--- src/cbim_pkg.sv ---
// Purpose: constants for the cell-balance interrupt mask block
// Assumes: 8-bit register port, one clock domain
// Notes:   bit positions shared by mask and flag registers
package cbim_pkg;
  localparam logic [7:0] CBIM_MASK_ADDR  = 8'h2c;
  localparam logic [7:0] CBIM_FLAG_ADDR  = 8'h2b;
  localparam logic [7:0] CBIM_MASK_RESET = 8'h00;
  localparam logic [7:0] CBIM_FLAG_RESET = 8'h00;
  localparam logic [7:0] CBIM_MASK_WMASK = 8'h3f;
  localparam int         CBIM_NSRC       = 6;
  localparam int         CBIM_BIT_BAL    = 5;
  localparam int         CBIM_BIT_UCV    = 4;
  localparam int         CBIM_BIT_LCV    = 3;
  localparam int         CBIM_BIT_UOV    = 2;
  localparam int         CBIM_BIT_LOV    = 1;
  localparam int         CBIM_BIT_BOC    = 0;
endpackage : cbim_pkg

--- src/cbim_top.sv ---
// Purpose: cell-balance event flags, mask register and interrupt pin drive
// Assumes: simple register port (addr, wr, rd, wdata) from the serial slave
// Notes:   flags clear on read; mask only gates the pin
`timescale 1ns/1ps
module cbim_top
  import cbim_pkg::*;
#(
  parameter int NSRC = cbim_pkg::CBIM_NSRC
) (
  input  wire logic       clock,
  input  wire logic       rst_n,
  input  wire logic [7:0] reg_addr,
  input  wire logic       reg_wr,
  input  wire logic       reg_rd,
  input  wire logic [7:0] reg_wdata,
  output logic      [7:0] reg_rdata,
  input  wire logic       balance_active,
  input  wire logic       upper_cv,
  input  wire logic       lower_cv,
  input  wire logic       upper_overvolt,
  input  wire logic       lower_overvolt,
  input  wire logic       balance_overcurrent,
  output logic            int_n
);
  // refused at elaboration: the source map below is wired for exactly six
  if (NSRC != CBIM_NSRC) begin : g_nsrc_check
    $error("cbim_top supports exactly six sources");
  end

  logic [5:0] src_async;
  logic [5:0] src_s;
  logic       bal_prev_q;
  logic [5:0] flag_q;
  logic [5:0] flag_d;
  logic [5:0] mask_q;
  logic [5:0] mask_d;
  logic [5:0] event_w;
  logic [5:0] rd_clr_w;
  logic       flag_rd_w;
  logic       hit_mask;
  logic       hit_flag;
  logic [7:0] rdata_d;
  logic       int_n_d;

  assign src_async = {balance_active, upper_cv, lower_cv,
                      upper_overvolt, lower_overvolt, balance_overcurrent};

  cbim_sync #(.W(6)) u_sync (
    .clock    (clock),
    .rst_n    (rst_n),
    .async_in (src_async),
    .sync_out (src_s)
  );

  assign hit_mask = (reg_addr == CBIM_MASK_ADDR);
  assign hit_flag = (reg_addr == CBIM_FLAG_ADDR);

  // balance source is an edge (either way); the others are levels
  assign event_w[CBIM_BIT_BAL] = src_s[CBIM_BIT_BAL] ^ bal_prev_q;
  assign event_w[4:0]          = src_s[4:0];

  assign flag_rd_w = reg_rd && hit_flag;
  assign rd_clr_w  = flag_rd_w ? 6'h3f : 6'h00;
  // set wins over clear so an event in the read cycle is kept
  assign flag_d = (flag_q & ~rd_clr_w) | event_w;

  assign mask_d = (reg_wr && hit_mask) ? (reg_wdata[5:0] & CBIM_MASK_WMASK[5:0])
                                       : mask_q;

  assign rdata_d = hit_mask ? {2'b00, mask_q} :
                   hit_flag ? {2'b00, flag_q} : 8'h00;

  // pin follows unmasked pending flags; masking never touches the flag
  assign int_n_d = ~|(flag_d & ~mask_d);

  always_ff @(posedge clock) begin
    if (!rst_n) begin
      mask_q     <= CBIM_MASK_RESET[5:0];
      flag_q     <= CBIM_FLAG_RESET[5:0];
      bal_prev_q <= 1'b0;
      reg_rdata  <= 8'h00;
      int_n      <= 1'b1;
    end else begin
      mask_q     <= mask_d;
      flag_q     <= flag_d;
      bal_prev_q <= src_s[CBIM_BIT_BAL];
      reg_rdata  <= rdata_d;
      int_n      <= int_n_d;
    end
  end
endmodule : cbim_top

--- src/cbim_sync.sv ---
// Purpose: two-flop synchroniser for a vector of event levels
// Assumes: inputs come from analog comparators outside the clock domain
// Notes:   first stage is read only by the second stage
`timescale 1ns/1ps
module cbim_sync #(
  parameter int W = 6
) (
  input  wire logic         clock,
  input  wire logic         rst_n,
  input  wire logic [W-1:0] async_in,
  output logic      [W-1:0] sync_out
);
  logic [W-1:0] meta_q;
  always_ff @(posedge clock) begin
    if (!rst_n) begin
      meta_q   <= '0;
      sync_out <= '0;
    end else begin
      meta_q   <= async_in;
      sync_out <= meta_q;
    end
  end
endmodule : cbim_sync

--- config.mk ---
export PLATFORM = sky130hd
export DESIGN_NAME = cbim_top
export DESIGN_NICKNAME = d
export VERILOG_FILES = /design/src/cbim_pkg.sv /design/src/cbim_top.sv /design/src/cbim_sync.sv
export SDC_FILE = /design/constraint.sdc
export NUM_CORES = 1
export LEC_CHECK = 0
export BUFFER_PORTS_ARGS = -buffer_cell sky130_fd_sc_hd__buf_2
export CAP_MARGIN = 25
export CORE_MARGIN = 2
export CORE_UTILIZATION = 35
export DETAILED_ROUTE_END_ITERATION = 6
export PLACE_DENSITY = 0.57
export REMOVE_ABC_BUFFERS = 1
export SYNTH_ARGS = -nofsm -noshare
export SYNTH_HDL_FRONTEND = slang
export SYNTH_HIERARCHICAL = 1
export SYNTH_SLANG_ARGS = --single-unit
--- constraint.sdc ---
create_clock -name clock -period 1.2 [get_ports clock]
set_input_delay 0.12 -clock clock [delete_from_list [all_inputs] [get_ports clock]]
set_output_delay 0.12 -clock clock [all_outputs]
set_load 0.005 [all_outputs]
# Word level (Yosys, flattened, before mapping)

Index checks and enable logic that the tools add are counted.

Add/subtract/negate cells: 0
$mul: 0
Divide/modulo/power cells: 0
Order comparisons: 0
Equality and inequality tests: 2
Shift operators: 0
Mux-type cells: 4
Bitwise operators: 7
Reductions and logical operators: 5

Operators with widths:

| kind               | number |
|---|---|
| $mux 6             | 4 |
| $eq 8x6->1 const B | 2 |
| $and 6x6->6        | 2 |
| $not 6->6          | 2 |
| $or 6x6->6         | 1 |
| $reduce_or 6->1    | 1 |
| $logic_and 1x1->1  | 2 |
| $reduce_or 2->1    | 1 |
| $logic_not 1->1    | 1 |
| $not 1->1          | 1 |
| $xor 1x1->1        | 1 |

Register bits: 34
Bits in latches: 0
Bits in writable memories: 0
Memory bits (read-only): 0
Input port bits: 26
Output and inout bits: 9
Word-level logic and storage cells: 26
Memories kept: 0

# Depth between registers and ports, before layout

Gate-level depths: netlist of run 1.

Word-level depth: 9
Depth in mapped cells: 5
Mapped depth without buffers: 5

# Modules after synthesis

The synthesis of run 1 kept the hierarchy.

Modules (own cells, without submodules):

| module    | times used | cells each | area each (µm²) | sequential area each (µm²) |
|---|---|---|---|---|
| cbim_top  | 1          | 79         | 860.8           | 400.4 |
| cbim_sync | 1          | 25         | 336.6           | 240.2 |

# Worst setup path after synthesis of run 1

Ideal clock, no wire load.

Kind: input -> register
Start point: input reg_addr[7]
End point: register int_n
Setup time: 0.129 ns
Arrival: 1.082 ns
Data required time: 1.071 ns
Setup slack: -0.011 ns
Stages on the path: 5
Path buffers: 0
Cell sequence: nor3b_4 -> nand4_4 -> mux2_4 -> o22ai_1 -> o31ai_1

Longest elaborated chain between the ends: 9
Elaborated cells on any way between the ends: 13
Classes of those cells: eq/ne (2); mux (2); bitwise (5); reduce/logical (4)

Ends and longest elaborated chain:

| what                   | line           | text |
|---|---|---|
| start: declaration     | cbim_top.sv:12 | `input wire logic [7:0] reg_addr,` |
| $eq 8x6->1             | cbim_top.sv:56 | `assign hit_flag = (reg_addr == CBIM_FLAG_ADDR);` |
| $logic_and 1x1->1      | cbim_top.sv:62 | `assign flag_rd_w = reg_rd && hit_flag;` |
| $mux 6                 | cbim_top.sv:63 | `assign rd_clr_w = flag_rd_w ? 6'h3f : 6'h00;` |
| $not 6->6              | cbim_top.sv:65 | `assign flag_d = (flag_q & ~rd_clr_w) \| event_w;` |
| $and 6x6->6            | cbim_top.sv:65 |  |
| $or 6x6->6             | cbim_top.sv:65 |  |
| $and 6x6->6 (*)        | cbim_top.sv:74 | `assign int_n_d = ~\|(flag_d & ~mask_d);` |
| $reduce_or 6->1 (*)    | cbim_top.sv:74 |  |
| $logic_not 1->1 (*)    | cbim_top.sv:74 |  |
| end signal: assignment | cbim_top.sv:88 | `int_n <= int_n_d;` |
| end: declaration       | cbim_top.sv:23 | `output logic int_n` |

Mark *: on every way between the ends. The rest lies on a longest branch, timed or not.
A chain may end at the register's enable or synchronous reset.

# Worst setup path in the final report of run 1

Same ends and word-level chain as after synthesis.

==> results.json, run 1 <==
{
  "cts_max_level": 2,
  "routed_wl_um": 2000,
  "synthAdderAreaFrac_pct": 0,
  "grt_usage_pct": 11.5,
  "yosys_warnings": 6,
  "fmax_ghz": 0.872,
  "async_flop_share_pct": 0,
  "yosys.area.top_type": "dfxtp_1",
  "grt_max_degree": 33,
  "arrival_ns": 1.35,
  "drt_iter0_markers": 24,
  "ctsResizeCount": 0,
  "synth_common_cells": "dfxtp_1 (32), and2_1 (11), and2_2 (8), nor2b_1 (7)",
  "power_frac_comb_pct": 7.5,
  "grt_pass1_vias": 790,
  "multi_input_comb_area_um2": 519,
  "grt-ovfl-total": 0,
  "cts.path.max_buffers": 2,
  "synth_edf_count": 0,
  "leakagePower_nw": 0.664,
  "drv_slew": 0,
  "synthMuxAreaShare_pct": 6.27,
  "worst_setup_path_end_kind": "flop",
  "cp_cell_sequence": "buf_2 > nor3b_4 > nand4_4 > mux2_4 > o22ai_1 > o31ai_1",
  "pwr-share-clk_pct": 33.1,
  "drc": 0,
  "finalSetupTns_ns": 0,
  "worstHoldPathType": "in2reg",
  "regArea_um2": 641,
  "yosys.area.top_type_share_pct": 53.5,
  "r2r-start": "bal_prev_q$_SDFF_PN0_",
  "synth_top_family_by_area": "simple AND/OR/NAND/NOR gates",
  "cp-start-kind": "input port",
  "seq_power_share_pct": 59.5,
  "start_util_pct": 36.2,
  "vias": 824,
  "dieArea_mm2": 0.00391,
  "post_cts_buffers": 0,
  "avgRoutedWirePerCell_um": 10.9,
  "gp_congestion": 0.755,
  "final_cells": 184,
  "holdWs_ns": 0.0174,
  "rows": 21,
  "postRouteAntennaNets": 0,
  "cpMaxStageDelayCell": "mux2_4",
  "skew_ns": 0.00817,
  "worstPathRequired_ns": 1.40,
  "hold_violations": 0,
  "powerDensity_mw_per_mm2": 1290,
  "max_stage_delay_ns": 0.36,
  "io_buffers": 30,
  "ir_drop_mv": 0.629,
  "netlist-cell-type-count": 27,
  "cts_tree": "built",
  "outcome": "finished, final reports clean",
  "nNetsFinal": 163,
  "path_max_fanout": 6,
  "via_per_inst": 4.48,
  "synthSimpleGateAreaFrac_pct": 26.8,
  "drv_cap": 0,
  "setup_viol": 0,
  "ys_ff_latch": 32,
  "rsz0062_at_grt": "no",
  "cts_buffers": 5,
  "drive_above_1_share_pct": 42.0,
  "min_from": "lower_cv",
  "grt_first_pass_wirelength_um": 3420,
  "die_h_um": 62.5,
  "synth.most_common_cell": "dfxtp_1",
  "synth_compound_area_share_pct": 8.99,
  "boundaryPins": 35,
  "rrSetupSlack_ns": 0.18,
  "synthXorXnorAreaFrac_pct": 0.731,
  "worstSetupStartpoint": "reg_addr[7]",
  "clock_sinks": 32,
  "cts_root_buf": "clkbuf_4",
  "synth.avg_cell_area_um2": 11.5,
  "total_power_mw": 1.86,
  "place_inst": 175,
  "synth.area.top_cells": "dfxtp_1 (54%), and2_1 (5.7%), and2_2 (5.0%)",
  "fin_crit_sh_pct": 95.5,
  "clk_latency_ns": 0.32,
  "synth_cells": 104,
  "ys.flop_type": "dfxtp_1",
  "diodes": 0,
  "syn-cell-area_mm2": 0.00120,
  "path_class": "in2reg",
  "p_sw_share_pct": 21.4,
  "finish.utilization_pct": 43.6,
  "clk_pin_slew_ns": 0.09,
  "p_sw_uw": 399,
  "num-fill-cells": 330,
  "areaGrowthSynthToFinish_pct": 20.6,
  "core_mm2": 0.00331,
  "timing.final.crit_period_ns": 1.15,
  "first_pass_iters": 4,
  "antenna_found_initial": 0,
  "die_w_um": 62.5,
  "ys_seq_area_share_pct": 53.5,
  "internal-power_mw": 1.47
}
-- registers in the layout (all words and copies together), names as in the netlist --
| signal | count |
|---|---|
| flag_q | 6 |
| mask_q | 6 |
| u_sync/meta_q | 6 |
| reg_rdata | 6 |
| bal_prev_q | 1 |
| u_sync/sync_out | 6 |
| int_n | 1 |
-- final cells by class --
class                      instances  share of cell area [%]
multi-input combinational         66                    36.0
timing repair buffer              32                    11.6
tap                               46                    3.99
clock buffer                       8                    4.07
sequential                        32                    44.4
-- metal layers --
layer	global-route usage, %	up-vias	routed length, µm	share of wire, %
met2	18.0	37	903	45
li1	-	420	-	-
met3	7.03	4	195	9.8
met1	12.6	363	869	43
met5	0	-	0	0
met4	5.00	0	30	1.5
-- critical path: cells and delay by family --
kind	cells	cell delay, ns
muxes	1	0.36
AOI/OAI and AO/OA	2	0.26
buffers and inverters	1	0.12
and+or+nand+nor	2	0.49
-- through the flow --
step | area [µm²] | setup slack, ns
3_5_place_dp | 1380 | -0.293
2_1_floorplan | 1160 | -0.00355
4_1_cts | 1440 | 0.0618
3_3_place_gp | 1380 | -0.259
6_report | 1440 | 0.0534
5_1_grt | 1440 | 0.00257
-- cell families after synthesis --
kind of cell,count (synthesis)
AOI/OAI and AO/OA,16
xor gates and xnor gates,1
buffers and inverters,7
DFF,32
muxes,6
other,1
and+or+nand+nor,41
-- cell usage in the layout (no fill, tap or decap), types with 4 or more instances in the layout --
cell	n
a21oi_1	6
a22oi_1	6
and2_1	11
and2_2	8
and2b_1	5
buf_2	30
clkbuf_4	5
dfxtp_1	32
mux2_2	4
nor2b_1	7
-- final timing paths --
path | cells after the start | end
min | 2 | u_sync/meta_q[3]$_SDFF_PN0_
min reg2reg | 1 | u_sync/sync_out[2]$_SDFF_PN0_
max reg2reg | 4 | int_n$_SDFF_PN1_
max | 6 | int_n$_SDFF_PN1_
-- power groups by stage --
stage | logic [mW] | registers, mW | clock network, mW
global placement | 0.133 | 1.13 | 0
floorplan | 0.0694 | 1.13 | 0
finish | 0.139 | 1.11 | 0.617
global route | 0.155 | 1.11 | 0.705
CTS | 0.141 | 1.11 | 0.646
detailed placement | 0.138 | 1.13 | 0
-- timing repair --
item	in CTS	in global routing
setup endpoints to repair	0	1
hold buffers	1	0
hold endpoints to repair	1	0
(Power assumes the default switching activity.)
==> run 2, diff against run 1 <==
Clock period 1.2 ns to 1 ns, I/O delays scaled along.
==> run 2 against run 1 <==
  * Via count rose by 0.49%
  * The flow now finishes with violations (setup timing)
  * Register-to-register slack got worse by 0.18 ns
  * Clock power up 21%
  * Largest power group unchanged
==> results.json, run 2 (same netlist as run 1, synthesis figures left out) <==
{
  "outcome": "finished with violations",
  "violations": "setup timing",
  "hold_violations": 0,
  "min_from": "reg_wdata[3]",
  "skew_ns": 0.00995,
  "dieArea_mm2": 0.00391,
  "grt_max_degree": 33,
  "placedInstanceArea_mm2": 0.00138,
  "drt_iter0_markers": 26,
  "worst_setup_path_end_kind": "flop",
  "regArea_um2": 641,
  "diodes": 0,
  "r2r-start": "bal_prev_q$_SDFF_PN0_",
  "grt_usage_pct": 12.3,
  "rows": 21,
  "worstPathRequired_ns": 1.20,
  "grt_first_pass_wirelength_um": 3640,
  "antenna_found_initial": 0,
  "rsz0062_at_grt": "yes",
  "via_per_inst": 4.38,
  "grt_pass1_vias": 818,
  "worstHoldPathType": "in2reg",
  "core_mm2": 0.00331,
  "powerDensity_mw_per_mm2": 1470,
  "grt-ovfl-total": 0,
  "drv_slew": 0,
  "final_area_mm2": 0.00155,
  "multi_input_comb_area_um2": 557,
  "path_max_fanout": 6,
  "die_w_um": 62.5,
  "clock_sinks": 32,
  "postRouteAntennaNets": 0,
  "timing.final.crit_period_ns": 1.10,
  "holdWs_ns": 0.136,
  "arrival_ns": 1.30,
  "finalSetupTns_ns": -0.100,
  "final_cell_mix": "dfxtp_1 (32), buf_2 (28), and2_1 (11)",
  "cp_cell_sequence": "buf_8 > nor3b_4 > nand4_4 > mux2_4 > o22ai_2 > o31ai_1",
  "num-fill-cells": 320,
  "path_class": "in2reg",
  "ir_drop_mv": 0.772,
  "cts.path.max_buffers": 2,
  "io_buffers": 30,
  "avgRoutedWirePerCell_um": 11.1,
  "boundaryPins": 35,
  "max_stage_delay_ns": 0.36,
  "leakagePower_nw": 0.694,
  "fin_ws_ns": -0.100,
  "first_pass_iters": 2,
  "cts_buffers": 5,
  "worstSetupStartpoint": "reg_addr[7]",
  "fmax_ghz": 0.909,
  "clk_pin_slew_ns": 0.09,
  "die_h_um": 62.5,
  "cp-start-kind": "input port",
  "fin_crit_sh_pct": 110,
  "gp_congestion": 0.755,
  "post_cts_buffers": 0,
  "pre_cts_slack_ns": -0.473,
  "start_util_pct": 36.2,
  "cts_max_level": 2,
  "clk_latency_ns": 0.32,
  "setup_viol": 1,
  "cts_tree": "built",
  "vias": 828,
  "layout_commonest_cell": "dfxtp_1",
  "cts_root_buf": "clkbuf_4",
  "routed_wl_um": 2100,
  "drive_above_1_share_pct": 45.5,
  "nNetsFinal": 168,
  "areaGrowthSynthToFinish_pct": 29.6,
  "drc": 0,
  "cpMaxStageDelayCell": "mux2_4",
  "drv_cap": 0,
  "cp.buffers_inverters": 1,
  "critical_path.top_delay_family": "simple AND/OR/NAND/NOR gates"
}
-- run 2: worst paths after layout --
| kind | to | slack, ns | depth (start not counted) |
|---|---|---|---|
| hold / removal | mask_q[3]$_SDFF_PN0_ | 0.14 | 3 |
| setup / recovery | int_n$_SDFF_PN1_ | -0.10 | 6 |
| hold reg to reg | u_sync/sync_out[1]$_SDFF_PN0_ | 0.44 | 1 |
| setup reg to reg | int_n$_SDFF_PN1_ | 0 | 4 |
-- run 2: timing repair --
item / in CTS / in global routing
cloned: 0 / 0
endpoints found under the setup margin: 1 / 6
pin swaps: 4 / 4
gates resized for setup: 7 / 7
endpoints found under the hold margin: 6 / 0
hold buffers: 6 / 0
-- run 2: worst register-to-register path: cells and delay by family (launching register included) --
family	cells	cell delay [ns]
XOR/XNOR	1	0.17
flip-flops	1	0.31
AO/OA/AOI/OAI	3	0.44
-- run 2: routing by layer --
layer | up-vias | track usage [%] | wire [µm]
met3 | 5 | 7.03 | 169
li1 | 429 | - | -
met4 | 0 | 5.00 | 41
met1 | 364 | 13.7 | 917
met2 | 30 | 19.2 | 970
met5 | - | 0 | 0
-- run 2: final cells by class --
type | instances | area share, %
flip-flops and latches | 32 | 41.3
multi-input cells | 66 | 35.9
repair buffers | 37 | 15.3
clock buffers | 8 | 3.79
well taps | 46 | 3.71
-- run 2: per-stage QoR --
stage | util [%] | power (mW) | cells
finish | 46.9 | 2.28 | 189
global placement | 41.5 | 1.52 | 175
floorplan | - | 1.44 | 98
global route | 46.9 | 2.41 | 189
detailed placement | 41.5 | 1.53 | 175
CTS | 46.0 | 2.30 | 189
-- run 2: report_power, final --
part           internal (mW)  switching, mW
Clock                  0.347          0.400
Sequential              1.32         0.0179
Combinational          0.125         0.0778
Total                   1.79          0.495
